==> config.mk <==
export PLATFORM = sky130hd
export DESIGN_NAME = fohr_supervisor
export DESIGN_NICKNAME = d
export VERILOG_FILES = /design/src/pkg/fohr_pkg.sv /design/src/rtl/fohr_ramp.sv /design/src/rtl/fohr_supervisor.sv
export VERILOG_INCLUDE_DIRS = /design/src /design/src/pkg
export SDC_FILE = /design/constraint.sdc
export NUM_CORES = 2
export LEC_CHECK = 0
export BUFFER_PORTS_ARGS = -buffer_cell sky130_fd_sc_hd__buf_2
export CAP_MARGIN = 20
export CELL_PAD_IN_SITES_DETAIL_PLACEMENT = 0
export CELL_PAD_IN_SITES_GLOBAL_PLACEMENT = 1
export CORE_UTILIZATION = 25
export CTS_CLUSTER_SIZE = 10
export DETAILED_ROUTE_END_ITERATION = 7
export PLACE_DENSITY_LB_ADDON = 0.08
export SYNTH_ARGS = -nofsm -noshare
export SYNTH_HDL_FRONTEND = slang
export SYNTH_SLANG_ARGS = --single-unit
==> constraint.sdc <==
create_clock -name mclk -period 47.8 [get_ports mclk]
set_input_delay 4.78 -clock mclk [delete_from_list [all_inputs] [get_ports mclk]]
set_output_delay 4.78 -clock mclk [all_outputs]
set_load 0.02 [all_outputs]
==> src/pkg/fohr_defs.svh <==
// Constants for the fan override, hysteresis and ramp supervisor
`ifndef FOHR_DEFS_SVH
`define FOHR_DEFS_SVH

// ----------------------------------------------------------------
// Clock and timing
// ----------------------------------------------------------------
`define FOHR_MCLK_HZ         20000000
`define FOHR_MS_PER_S        1000
`define FOHR_DUTY_STEPS      255
`define FOHR_SLOW_FACTOR     4
`define FOHR_RAMP_CNT_W      25

// ----------------------------------------------------------------
// Register offsets
// ----------------------------------------------------------------
`define FOHR_ADDR_RAMP_SLOW  8'h10
`define FOHR_ADDR_PROC_LIM   8'h3D
`define FOHR_ADDR_REMOTE_ONE_RAMP_SELECT_ONE   8'h62
`define FOHR_ADDR_REMOTE_ONE_RAMP_SELECT_TWO   8'h63
`define FOHR_ADDR_R1_LIM     8'h6A
`define FOHR_ADDR_LOC_LIM    8'h6B
`define FOHR_ADDR_R2_LIM     8'h6C
`define FOHR_ADDR_HYST_A     8'h6D
`define FOHR_ADDR_HYST_B     8'h6E

// ----------------------------------------------------------------
// Reset values and writable masks
// ----------------------------------------------------------------
`define FOHR_RST_RAMP_SLOW   8'h00
`define FOHR_RST_PROC_LIM    8'h00
`define FOHR_RST_REMOTE_ONE_RAMP_SELECT        8'h00
`define FOHR_RST_CRIT_LIM    8'h64
`define FOHR_RST_HYST        8'h44
`define FOHR_MASK_RAMP_SLOW  8'h87
`define FOHR_MASK_REMOTE_ONE_RAMP_SELECT_ONE   8'hE7
`define FOHR_MASK_REMOTE_ONE_RAMP_SELECT_TWO   8'h77
`define FOHR_DUTY_FULL       8'hFF
`define FOHR_DUTY_OFF        8'h00

// ----------------------------------------------------------------
// Field positions
// ----------------------------------------------------------------
`define FOHR_BIT_EXTRA_SLOW  7
`define FOHR_BIT_STAY_OUT1   5
`define FOHR_RAMP_LO_LSB     0
`define FOHR_RAMP_HI_LSB     4

// ----------------------------------------------------------------
// Full-scale ramp times in ms, normal and extended
// ----------------------------------------------------------------
`define FOHR_RAMP_MS_0       37500
`define FOHR_RAMP_MS_1       18800
`define FOHR_RAMP_MS_2       12500
`define FOHR_RAMP_MS_3       7500
`define FOHR_RAMP_MS_4       4700
`define FOHR_RAMP_MS_5       3100
`define FOHR_RAMP_MS_6       1600
`define FOHR_RAMP_MS_7       800
`define FOHR_XRAMP_MS_0      52200
`define FOHR_XRAMP_MS_1      26100
`define FOHR_XRAMP_MS_2      17400
`define FOHR_XRAMP_MS_3      10400
`define FOHR_XRAMP_MS_4      6500
`define FOHR_XRAMP_MS_5      4400
`define FOHR_XRAMP_MS_6      2200
`define FOHR_XRAMP_MS_7      1100

// Temperature span table scaled by six, so all entries are whole numbers
`define FOHR_SPAN_SCALE      6
`define FOHR_SPAN6_TABLE     {12'd480, 12'd320, 12'd240, 12'd192, 12'd160, 12'd120, 12'd96, 12'd80, \
                              12'd60, 12'd48, 12'd40, 12'd30, 12'd24, 12'd20, 12'd15, 12'd12}

`endif

==> src/pkg/fohr_pkg.sv <==
// Types shared by the fan supervisor and its ramp limiter
package fohr_pkg;
  `include "fohr_defs.svh"

  typedef logic [7:0] fohr_byte_t;

  // Automatic curve settings for one output
  typedef struct packed {
    fohr_byte_t start_temp;
    logic [3:0] span_code;
    fohr_byte_t min_duty;
    fohr_byte_t max_duty;
  } fohr_curve_s;

  typedef struct packed {
    fohr_byte_t ramp_slow_config;
    fohr_byte_t proc_control_temp_limit;
    fohr_byte_t acoustics_ctrl_one;
    fohr_byte_t acoustics_ctrl_two;
    fohr_byte_t remote_one_crit_limit;
    fohr_byte_t local_crit_limit;
    fohr_byte_t remote_two_crit_limit;
    fohr_byte_t hyst_remote_one_local;
    fohr_byte_t hyst_remote_two_proc;
  } fohr_regs_s;

  typedef struct packed {
    fohr_regs_s            regs;
    logic [3:0]            crit;
    logic                  ovr;
    logic [2:0]            fan_on;
    logic [2:0][7:0]       duty;
    fohr_byte_t            rdata;
  } fohr_state_s;

  typedef struct packed {
    logic [`FOHR_RAMP_CNT_W-1:0] cnt;
    fohr_byte_t                  duty;
  } fohr_ramp_s;
endpackage

==> src/rtl/fohr_ramp.sv <==
// Duty-cycle slew limiter for one output
`timescale 1ns/100ps
module fohr_ramp
  import fohr_pkg::*;
(
  // Clock and reset
  input  wire logic                        mclk,
  input  wire logic                        arst_n,
  // Control
  input  wire logic [7:0]                  target,
  input  wire logic [`FOHR_RAMP_CNT_W-1:0] interval,
  input  wire logic                        force_full,
  // Result
  output logic      [7:0]                  duty
);

  fohr_ramp_s st_r;
  fohr_ramp_s st_nxt;

  // ----------------------------------------------------------------
  // One count per interval toward the target
  // ----------------------------------------------------------------
  always_comb begin
    st_nxt = st_r;
    if (force_full) begin
      st_nxt.duty = `FOHR_DUTY_FULL;
      st_nxt.cnt  = '0;
    end else if (st_r.duty == target) begin
      st_nxt.cnt = '0;
    end else if (st_r.cnt >= interval - `FOHR_RAMP_CNT_W'd1) begin
      st_nxt.cnt = '0;
      if (st_r.duty < target) begin
        st_nxt.duty = st_r.duty + 8'h01;
      end else begin
        st_nxt.duty = st_r.duty - 8'h01;
      end
    end else begin
      st_nxt.cnt = st_r.cnt + `FOHR_RAMP_CNT_W'd1;
    end
  end

  always_ff @(posedge mclk or negedge arst_n) begin
    if (!arst_n) begin
      st_r.cnt  <= '0;
      st_r.duty <= `FOHR_DUTY_FULL;
    end else begin
      st_r <= st_nxt;
    end
  end

  assign duty = st_r.duty;

  // ----------------------------------------------------------------
  // Checks
  // ----------------------------------------------------------------
  a_ramp_unit_step: assert property (@(posedge mclk) disable iff (!arst_n)
    !force_full |=> (st_r.duty == $past(st_r.duty) || st_r.duty == $past(st_r.duty) + 8'h01 ||
                     st_r.duty == $past(st_r.duty) - 8'h01 || st_r.duty == `FOHR_DUTY_FULL))
    else $error("duty moved by more than one count");

  a_ramp_idle_hold: assert property (@(posedge mclk) disable iff (!arst_n)
    (st_r.duty == target && !force_full) |=> (st_r.cnt == '0 && st_r.duty == $past(st_r.duty)))
    else $error("ramp moved while on target");

  a_ramp_interval: assert property (@(posedge mclk) disable iff (!arst_n)
    (st_r.duty != target && !force_full && st_r.cnt < interval - `FOHR_RAMP_CNT_W'd1)
      |=> (st_r.duty == $past(st_r.duty) && st_r.cnt == $past(st_r.cnt) + `FOHR_RAMP_CNT_W'd1))
    else $error("ramp stepped before its interval");

  a_ramp_step_due: assert property (@(posedge mclk) disable iff (!arst_n)
    (st_r.duty != target && !force_full && st_r.cnt >= interval - `FOHR_RAMP_CNT_W'd1)
      |=> (st_r.duty != $past(st_r.duty) && st_r.cnt == '0))
    else $error("ramp missed a due step");

endmodule

==> src/rtl/fohr_supervisor.sv <==
// Fan critical override, on/off hysteresis and duty ramp supervisor
//
// Function
// - Any channel above its critical limit drives every output at full duty.
// - Override holds until that channel falls below limit minus its hysteresis.
// - Override ignores automatic curve settings; it cannot be masked.
// - Processor channel uses its control-temperature limit as critical limit.
// - Diode critical limits reset to 0x64; processor limit resets to 0x00.
// - Four-bit hysteresis nibbles per channel in two registers, each resetting to 4.
// - One hysteresis field serves both override release and fan off threshold.
// - Stay-on bits 5..7 pick zero or minimum duty below start minus hysteresis.
// - With stay-on set, hysteresis has no effect when falling below start.
// - Duty moves gradually toward the curve value instead of jumping.
// - Remote one ramp code selects 37.5 down to 0.8 second full-scale times.
// - Second smoothing register holds local ramp in 2:0 and remote two in 6:4.
// - Extended ramp bit switches the table to 52.2 down to 1.1 seconds.
// - Per-channel slow bit lengthens that channel's ramp by four.
// - Above start, duty rises linearly from minimum toward full across the span, clamped at maximum duty.
// - Maximum duty never restrains the critical override.
`timescale 1ns/100ps
module fohr_supervisor
  import fohr_pkg::*;
#(
  parameter int unsigned CYC_PER_MS = `FOHR_MCLK_HZ / `FOHR_MS_PER_S
)
(
  // Clock and reset
  input  wire logic                 mclk,
  input  wire logic                 arst_n,
  // Register port from the management bus engine
  input  wire logic                 reg_wr_en,
  input  wire logic [7:0]           reg_addr,
  input  wire logic [7:0]           reg_wdata,
  output logic      [7:0]           reg_rdata,
  // Temperatures: 0 remote one, 1 local, 2 remote two, 3 processor
  input  wire logic [3:0][7:0]      chan_temp,
  // Automatic curve settings per output
  input  wire fohr_curve_s [2:0]    curve_cfg,
  // Fan drive and status
  output logic      [2:0][7:0]      pwm_duty,
  output logic      [3:0]           crit_active,
  output logic                      override_active
);

  // ----------------------------------------------------------------
  // Helper functions
  // ----------------------------------------------------------------
  function automatic logic [7:0] sat_sub(input logic [7:0] a, input logic [3:0] b);
    logic [8:0] d;
    d = {1'b0, a} - {5'h00, b};
    return d[8] ? 8'h00 : d[7:0];
  endfunction

  function automatic int unsigned ramp_ms(input logic [2:0] code, input logic ext);
    int unsigned ms;
    ms = 0;
    unique case (code)
      3'h0: ms = ext ? `FOHR_XRAMP_MS_0 : `FOHR_RAMP_MS_0;
      3'h1: ms = ext ? `FOHR_XRAMP_MS_1 : `FOHR_RAMP_MS_1;
      3'h2: ms = ext ? `FOHR_XRAMP_MS_2 : `FOHR_RAMP_MS_2;
      3'h3: ms = ext ? `FOHR_XRAMP_MS_3 : `FOHR_RAMP_MS_3;
      3'h4: ms = ext ? `FOHR_XRAMP_MS_4 : `FOHR_RAMP_MS_4;
      3'h5: ms = ext ? `FOHR_XRAMP_MS_5 : `FOHR_RAMP_MS_5;
      3'h6: ms = ext ? `FOHR_XRAMP_MS_6 : `FOHR_RAMP_MS_6;
      3'h7: ms = ext ? `FOHR_XRAMP_MS_7 : `FOHR_RAMP_MS_7;
    endcase
    return ms;
  endfunction

  // Cycles per one-count step; longest time, so rounds down, never below one
  function automatic logic [`FOHR_RAMP_CNT_W-1:0] step_cycles(input logic [2:0] code,
                                                              input logic       ext,
                                                              input logic       slow);
    longint unsigned t;
    t = longint'(ramp_ms(code, ext)) * longint'(CYC_PER_MS);
    if (slow) begin
      t = t * longint'(`FOHR_SLOW_FACTOR);
    end
    t = t / longint'(`FOHR_DUTY_STEPS);
    if (t == 0) begin
      t = 1;
    end
    return t[`FOHR_RAMP_CNT_W-1:0];
  endfunction

  function automatic logic [11:0] span6(input logic [3:0] code);
    logic [15:0][11:0] tbl;
    tbl = `FOHR_SPAN6_TABLE;
    return tbl[code];
  endfunction

  // Linear curve from minimum at start to full at start plus span, clamped
  function automatic logic [7:0] afc_duty(input logic [7:0] temp, input fohr_curve_s cv);
    logic [7:0]  dt;
    logic [7:0]  room;
    logic [19:0] num;
    logic [19:0] lvl;
    logic [7:0]  duty;
    dt   = temp - cv.start_temp;
    room = `FOHR_DUTY_FULL - cv.min_duty;
    num  = 20'({12'h000, dt} * 20'(`FOHR_SPAN_SCALE)) * {12'h000, room};
    lvl  = {12'h000, cv.min_duty} + num / {8'h00, span6(cv.span_code)};
    duty = (lvl > 20'h000FF) ? `FOHR_DUTY_FULL : lvl[7:0];
    return (duty > cv.max_duty) ? cv.max_duty : duty;
  endfunction

  // ----------------------------------------------------------------
  // State
  // ----------------------------------------------------------------
  fohr_state_s                         st_r;
  fohr_state_s                         st_nxt;
  logic [3:0][3:0]                     chan_hyst;
  logic [3:0][7:0]                     chan_lim;
  logic [2:0][2:0]                     ramp_code;
  logic [2:0]                          stay_on;
  logic [2:0][7:0]                     duty_tgt;
  logic [2:0][7:0]                     ramp_duty;
  logic [2:0][`FOHR_RAMP_CNT_W-1:0]    ramp_int;

  // ----------------------------------------------------------------
  // Field extraction
  // ----------------------------------------------------------------
  assign chan_hyst[0] = st_r.regs.hyst_remote_one_local[7:4];
  assign chan_hyst[1] = st_r.regs.hyst_remote_one_local[3:0];
  assign chan_hyst[2] = st_r.regs.hyst_remote_two_proc[7:4];
  assign chan_hyst[3] = st_r.regs.hyst_remote_two_proc[3:0];
  assign chan_lim[0]  = st_r.regs.remote_one_crit_limit;
  assign chan_lim[1]  = st_r.regs.local_crit_limit;
  assign chan_lim[2]  = st_r.regs.remote_two_crit_limit;
  assign chan_lim[3]  = st_r.regs.proc_control_temp_limit;
  assign ramp_code[0] = st_r.regs.acoustics_ctrl_one[`FOHR_RAMP_LO_LSB +: 3];
  assign ramp_code[1] = st_r.regs.acoustics_ctrl_two[`FOHR_RAMP_LO_LSB +: 3];
  assign ramp_code[2] = st_r.regs.acoustics_ctrl_two[`FOHR_RAMP_HI_LSB +: 3];
  assign stay_on      = st_r.regs.acoustics_ctrl_one[`FOHR_BIT_STAY_OUT1 +: 3];

  // ----------------------------------------------------------------
  // Per-output target and ramp
  // ----------------------------------------------------------------
  for (genvar i = 0; i < 3; i++) begin : g_out
    logic ext_bit;
    assign ext_bit = st_r.regs.ramp_slow_config[`FOHR_BIT_EXTRA_SLOW];
    assign ramp_int[i] = step_cycles(ramp_code[i], ext_bit,
                                     st_r.regs.ramp_slow_config[i]);

    always_comb begin
      if (!st_r.fan_on[i]) begin
        duty_tgt[i] = stay_on[i] ? curve_cfg[i].min_duty : `FOHR_DUTY_OFF;
      end else if (chan_temp[i] <= curve_cfg[i].start_temp) begin
        duty_tgt[i] = curve_cfg[i].min_duty;
      end else begin
        duty_tgt[i] = afc_duty(chan_temp[i], curve_cfg[i]);
      end
    end

    fohr_ramp u_ramp (
      .mclk       (mclk),
      .arst_n     (arst_n),
      .target     (duty_tgt[i]),
      .interval   (ramp_int[i]),
      .force_full (st_r.ovr),
      .duty       (ramp_duty[i])
    );
  end

  // ----------------------------------------------------------------
  // Registers, override and fan on/off state
  // ----------------------------------------------------------------
  always_comb begin
    st_nxt = st_r;
    if (reg_wr_en) begin
      case (reg_addr)
        `FOHR_ADDR_RAMP_SLOW: st_nxt.regs.ramp_slow_config        = reg_wdata & `FOHR_MASK_RAMP_SLOW;
        `FOHR_ADDR_PROC_LIM:  st_nxt.regs.proc_control_temp_limit = reg_wdata;
        `FOHR_ADDR_REMOTE_ONE_RAMP_SELECT_ONE:  st_nxt.regs.acoustics_ctrl_one      = reg_wdata & `FOHR_MASK_REMOTE_ONE_RAMP_SELECT_ONE;
        `FOHR_ADDR_REMOTE_ONE_RAMP_SELECT_TWO:  st_nxt.regs.acoustics_ctrl_two      = reg_wdata & `FOHR_MASK_REMOTE_ONE_RAMP_SELECT_TWO;
        `FOHR_ADDR_R1_LIM:    st_nxt.regs.remote_one_crit_limit   = reg_wdata;
        `FOHR_ADDR_LOC_LIM:   st_nxt.regs.local_crit_limit        = reg_wdata;
        `FOHR_ADDR_R2_LIM:    st_nxt.regs.remote_two_crit_limit   = reg_wdata;
        `FOHR_ADDR_HYST_A:    st_nxt.regs.hyst_remote_one_local   = reg_wdata;
        `FOHR_ADDR_HYST_B:    st_nxt.regs.hyst_remote_two_proc    = reg_wdata;
        default: begin
        end
      endcase
    end

    case (reg_addr)
      `FOHR_ADDR_RAMP_SLOW: st_nxt.rdata = st_r.regs.ramp_slow_config;
      `FOHR_ADDR_PROC_LIM:  st_nxt.rdata = st_r.regs.proc_control_temp_limit;
      `FOHR_ADDR_REMOTE_ONE_RAMP_SELECT_ONE:  st_nxt.rdata = st_r.regs.acoustics_ctrl_one;
      `FOHR_ADDR_REMOTE_ONE_RAMP_SELECT_TWO:  st_nxt.rdata = st_r.regs.acoustics_ctrl_two;
      `FOHR_ADDR_R1_LIM:    st_nxt.rdata = st_r.regs.remote_one_crit_limit;
      `FOHR_ADDR_LOC_LIM:   st_nxt.rdata = st_r.regs.local_crit_limit;
      `FOHR_ADDR_R2_LIM:    st_nxt.rdata = st_r.regs.remote_two_crit_limit;
      `FOHR_ADDR_HYST_A:    st_nxt.rdata = st_r.regs.hyst_remote_one_local;
      `FOHR_ADDR_HYST_B:    st_nxt.rdata = st_r.regs.hyst_remote_two_proc;
      default:              st_nxt.rdata = 8'h00;
    endcase

    // Critical override per channel, independent of the curve settings
    for (int c = 0; c < 4; c++) begin
      if (chan_temp[c] > chan_lim[c]) begin
        st_nxt.crit[c] = 1'b1;
      end else if (chan_temp[c] < sat_sub(chan_lim[c], chan_hyst[c])) begin
        st_nxt.crit[c] = 1'b0;
      end
    end
    st_nxt.ovr = |st_nxt.crit;

    // Fan on/off with the same hysteresis as the override
    for (int o = 0; o < 3; o++) begin
      if (chan_temp[o] > curve_cfg[o].start_temp) begin
        st_nxt.fan_on[o] = 1'b1;
      end else if (chan_temp[o] < sat_sub(curve_cfg[o].start_temp, chan_hyst[o])) begin
        st_nxt.fan_on[o] = 1'b0;
      end
      st_nxt.duty[o] = st_nxt.ovr ? `FOHR_DUTY_FULL : ramp_duty[o];
    end
  end

  always_ff @(posedge mclk or negedge arst_n) begin
    if (!arst_n) begin
      st_r.regs.ramp_slow_config        <= `FOHR_RST_RAMP_SLOW;
      st_r.regs.proc_control_temp_limit <= `FOHR_RST_PROC_LIM;
      st_r.regs.acoustics_ctrl_one      <= `FOHR_RST_REMOTE_ONE_RAMP_SELECT;
      st_r.regs.acoustics_ctrl_two      <= `FOHR_RST_REMOTE_ONE_RAMP_SELECT;
      st_r.regs.remote_one_crit_limit   <= `FOHR_RST_CRIT_LIM;
      st_r.regs.local_crit_limit        <= `FOHR_RST_CRIT_LIM;
      st_r.regs.remote_two_crit_limit   <= `FOHR_RST_CRIT_LIM;
      st_r.regs.hyst_remote_one_local   <= `FOHR_RST_HYST;
      st_r.regs.hyst_remote_two_proc    <= `FOHR_RST_HYST;
      st_r.crit                         <= 4'h0;
      st_r.ovr                          <= 1'b0;
      st_r.fan_on                       <= 3'h0;
      st_r.duty                         <= {3{`FOHR_DUTY_FULL}};
      st_r.rdata                        <= 8'h00;
    end else begin
      st_r <= st_nxt;
    end
  end

  // ----------------------------------------------------------------
  // Outputs
  // ----------------------------------------------------------------
  assign reg_rdata       = st_r.rdata;
  assign pwm_duty        = st_r.duty;
  assign crit_active     = st_r.crit;
  assign override_active = st_r.ovr;

  // ----------------------------------------------------------------
  // Checks
  // ----------------------------------------------------------------
  a_crit_full_out: assert property (@(posedge mclk) disable iff (!arst_n)
    (|st_r.crit) |-> (st_r.duty == {3{`FOHR_DUTY_FULL}}))
    else $error("override active but outputs not at full duty");

  a_max_not_limit: assert property (@(posedge mclk) disable iff (!arst_n)
    (chan_temp[0] > chan_lim[0] && curve_cfg[0].max_duty == 8'h00) |=> (st_r.duty[0] == `FOHR_DUTY_FULL))
    else $error("maximum duty held back the override");

  a_proc_limit: assert property (@(posedge mclk) disable iff (!arst_n)
    (chan_temp[3] > st_r.regs.proc_control_temp_limit) |=> (st_r.crit[3] && override_active))
    else $error("processor limit did not raise the override");

  for (genvar c = 0; c < 4; c++) begin : g_chk
    a_crit_set: assert property (@(posedge mclk) disable iff (!arst_n)
      (chan_temp[c] > chan_lim[c]) |=> st_r.crit[c])
      else $error("critical limit crossed without override");

    a_crit_hold: assert property (@(posedge mclk) disable iff (!arst_n)
      (st_r.crit[c] && chan_temp[c] >= sat_sub(chan_lim[c], chan_hyst[c])) |=> st_r.crit[c])
      else $error("override released inside hysteresis band");

    a_crit_release: assert property (@(posedge mclk) disable iff (!arst_n)
      (chan_temp[c] < sat_sub(chan_lim[c], chan_hyst[c])) |=> !st_r.crit[c])
      else $error("override not released below threshold");
  end

  a_min_off: assert property (@(posedge mclk) disable iff (!arst_n)
    (!st_r.fan_on[0] && !stay_on[0]) |-> (duty_tgt[0] == `FOHR_DUTY_OFF))
    else $error("output one not off below start minus hysteresis");

  a_stay_min: assert property (@(posedge mclk) disable iff (!arst_n)
    (stay_on[1] && chan_temp[1] <= curve_cfg[1].start_temp) |-> (duty_tgt[1] == curve_cfg[1].min_duty))
    else $error("stay-on output not at minimum duty");

  a_fan_off_thr: assert property (@(posedge mclk) disable iff (!arst_n)
    (st_r.fan_on[2] && chan_temp[2] < sat_sub(curve_cfg[2].start_temp, chan_hyst[2])) |=> !st_r.fan_on[2])
    else $error("fan three stayed on below threshold");

endmodule

==> metrics list <==
* Wire length of the first global-routing pass: 471 mm
- CTS built an H-tree with a depth of 1.
- The critical path in this run is classified as in -> reg.
- Setup violations, final: 99
- Final core utilization: 0.325
* Post-synth EDFFs: 0
- The cell count after synthesis came out at 10328.
- In this run the worst hold path is classified as reg -> reg.
- Post-synthesis sequential area ratio: 0.0660
- Startpoint class of the critical path: input pin
- For this configuration, the core starts out at a cell density of 0.252.
- Most area-consuming cells after synthesis: sky130_fd_sc_hd__ha_1 18%, sky130_fd_sc_hd__fa_1 6.3%, sky130_fd_sc_hd__dfrtp_1 4.5%
- The final-report hold violation count is 0.
- In this run the remaining antenna-violating nets after routing total 0.
- The worst pin sits at a relative slew slack of 0.293.
* Worst endpoint data arrival time: 56.20 ns
* Chip height: 561 µm
- The cell sitting at the root of the clock tree is a sky130_fd_sc_hd__clkbuf_16.
- Run status: finished, violations left
- For the pin with the worst max-slew slack, the measured transition is 1.03 ns.
- For this run, design rule violations remaining after detail routing come to 0.
- Number of clock sinks: 203
- The final reports fail on setup timing.
* Average size of a mapped cell: 7.57 µm²
- For this design the top-level I/O count stands at 172.
- The count of pins over their slew limit is 0.
- The floorplan step defined a die boundary enclosing 315000 µm².
- Entering global routing, the biggest net connects 98 pins.
* Hold-fix buffer count after cts: 0
* Area growth from synthesis to final layout: 28.9%
- Required time of the worst setup path: 48.35 ns
- Critical Path Sink Type: register
- Worst-case hold slack: 0.501 ns
- Overflow left after global routing: 0
- Counting flops and latches in the post-synthesis netlist gives 203.
- TritonCTS built the clock tree.
- CTS Buf Count: 30
- Die width: 561 µm
- For this design, the slowest cell found on the critical path is sky130_fd_sc_hd__fa_1.
* Floorplan core area: 310000 µm²
- Cell repeated most along the worst path: sky130_fd_sc_hd__o21a_1
* Detailed router's first-iteration violation count: 4192
- Summed over all instances, the cell type with the most area after synthesis is sky130_fd_sc_hd__ha_1.
- Number of antenna violations at the first check in global routing: 24
- Stage delay of the slowest cell on the critical path: 0.56 ns
- In the final routed layout, each cell accounts on average for 18.6 µm.
* PnR worst setup slack: -7.85 ns
- For this run, the leading register cell type out of synthesis is sky130_fd_sc_hd__dfrtp_1.
- Worst clock skew: 0.0349 ns
- Counting flops with an async set or reset pin after synthesis yields a share of 1.00.
- Setup repair after global routing could not meet its margin everywhere.
* Max-capacitance violation count: 0
- At the later pin of the worst-skew pair, clock insertion delay measures 0.65 ns.
- Final setup TNS: -630.62 ns
- Clock-pin slew was measured on the worst setup and hold paths at 0.06 ns.
- The congestion estimate from routability-driven global placement came to 0.848.
- For this block, the routed nets add up to 302 mm of wire.
- Input and output buffers added on the ports amount to 171.
- Ratio of cells with drive above 1 in the final layout: 0.275
- The commonest cells after synthesis are 1093 x sky130_fd_sc_hd__ha_1, 873 x sky130_fd_sc_hd__nand2_1, 863 x sky130_fd_sc_hd__nor2_1.
- Count leader, synth: sky130_fd_sc_hd__ha_1
- Of the post-synthesis cell area, the dominant cell type holds 0.175.
- Post-Synthesis Cell Area: 78100 µm²
* Highest fanout seen on the critical path: 6
- After the last flow step, the layout net total stands at 13539.
- After detailed routing, the number of vias per cell comes to 5.09.
- Across all layers, the routed design uses 82555 vias.
* Global-route total usage across every layer: 0.185
- After layout, the minimum clock period comes to 55.65 ns.
- The floorplan has 204 rows.
* Yosys warns: 0
- Before antenna repair, the detailed router went through 7 iterations.
- Timing would allow up to 18.0 MHz.
* Final period util: 1.16
- Detailed placer's ending HPWL: 253 mm
- Number of unique standard cell types used by synthesis: 184
- The clock passes through at most 3 buffers.
* Vias in the first global route: 81856
[final timing paths]
check	startpoint	to	slack (ns)	depth (start not counted)
setup / recovery	chan_temp[0]	g_out[0].u_ramp.duty[7]	-7.85	316
hold / removal	g_out[1].u_ramp.duty[5]	pwm_duty[13]	0.50	2
setup reg to reg	g_out[0].ext_bit	g_out[1].u_ramp.duty[7]	13.13	115
hold reg to reg	g_out[1].u_ramp.duty[5]	pwm_duty[13]	0.50	2
max in group asynchronous	arst_n	g_out[2].u_ramp.st_r[28]	42.11	2
min in group asynchronous	arst_n	override_active	4.20	1
[cells by family (layout without fill, tap and decap cells)]
group / Yosys count / count (layout) / share of synthesized area
AOI/OAI and AO/OA: 3059 / 3059 / 0.280
xor gates and xnor gates: 556 / 556 / 0.0631
adders and majority gates: 1350 / 1350 / 0.239
buffers and inverters: 1004 / 2765 / 0.0554
DFF: 203 / 203 / 0.0660
muxes: 312 / 312 / 0.0442
other: 1 / 11 / 0.0000480
and+or+nand+nor: 3843 / 3843 / 0.252
[cell type report]
cell class / instances / area [µm²]
well taps: 4120 / 5150
clock inverters: 12 / 180
inverters: 693 / 2680
fillers: 33196 / 209000
multi-input cells: 9123 / 71700
flip-flops and latches: 203 / 5160
diodes: 8 / 20.0
repair buffers: 2016 / 15000
clock buffers: 44 / 853
[routing by layer]
metal  share of wire  vias to the layer above  GRT usage
li1                -                    41737          -
met1            0.47                    39597      0.246
met2            0.49                     1026      0.335
met3           0.021                      189    0.00784
met4           0.016                        6     0.0248
met5         0.00013                        -          0
[sequential cells by signal, indices dropped and copies added, names as in the netlist, 8 cells and up]
| signal | count |
|---|---|
| chan_hyst | 16 |
| st_r | 9 |
| g_out.u_ramp.st_r | 75 |
| reg_rdata | 8 |
| pwm_duty | 24 |
| ramp_code | 9 |
| chan_lim | 32 |
| g_out.u_ramp.duty | 24 |
[stage by stage]
stage          cell area (µm²)  cells  setup WS [ns]
2_1_floorplan            80200  10330          -9.01
6_report                101000  16219          -7.85
5_1_grt                 101000  16212         -11.04
3_5_place_dp             95600  15859         -10.87
4_1_cts                  98400  16072          -8.27
3_3_place_gp             95600  15859         -10.94
[cell usage in the layout, fill, tap and decap left out, types with 45 or more instances in the layout]
cell type,instances
sky130_fd_sc_hd__nand4_1,131
sky130_fd_sc_hd__nor2_1,798
sky130_fd_sc_hd__xnor2_1,316
sky130_fd_sc_hd__nand3_1,280
sky130_fd_sc_hd__a21o_1,229
sky130_fd_sc_hd__buf_4,1793
sky130_fd_sc_hd__nor3_1,525
sky130_fd_sc_hd__o21a_1,414
sky130_fd_sc_hd__o31ai_1,178
sky130_fd_sc_hd__nand2b_1,208
sky130_fd_sc_hd__o211ai_1,99
sky130_fd_sc_hd__dfstp_2,61
sky130_fd_sc_hd__dfrtp_1,137
sky130_fd_sc_hd__inv_1,652
sky130_fd_sc_hd__nor4_1,62
sky130_fd_sc_hd__ha_1,1032
sky130_fd_sc_hd__xor2_1,199
sky130_fd_sc_hd__mux2i_1,104
sky130_fd_sc_hd__buf_2,166
sky130_fd_sc_hd__nand2_1,838
sky130_fd_sc_hd__and2_1,88
sky130_fd_sc_hd__or2_2,94
sky130_fd_sc_hd__a31oi_1,93
sky130_fd_sc_hd__o21bai_1,64
sky130_fd_sc_hd__a21oi_1,426
sky130_fd_sc_hd__a211oi_1,72
sky130_fd_sc_hd__a21oi_2,126
sky130_fd_sc_hd__ha_4,56
sky130_fd_sc_hd__fa_1,233
sky130_fd_sc_hd__nor2b_1,137
sky130_fd_sc_hd__buf_6,45
sky130_fd_sc_hd__and3_1,118
sky130_fd_sc_hd__or3_1,83
sky130_fd_sc_hd__o21ai_0,373
sky130_fd_sc_hd__mux2_2,181
sky130_fd_sc_hd__o21ai_1,131
[repair_timing]
action / in CTS / in global routing
setup endpoints to repair: 99 / 99
resized for setup: 128 / 235
gates cloned: 1 / 0
setup buffers: 156 / 142
pin swaps: 150 / 356
[critical path, delay by kind of cell]
kind                       cells  cell delay, ns
AOI/OAI and AO/OA            178           28.95
xor gates and xnor gates       4            0.65
adders and majority gates     31            8.95
buffers and inverters         31            2.97
and+or+nand+nor               72            9.88
Power is left out: the tool's default activity adds up to more than one toggle a clock period on the data nets, which glitch-free logic cannot reach.
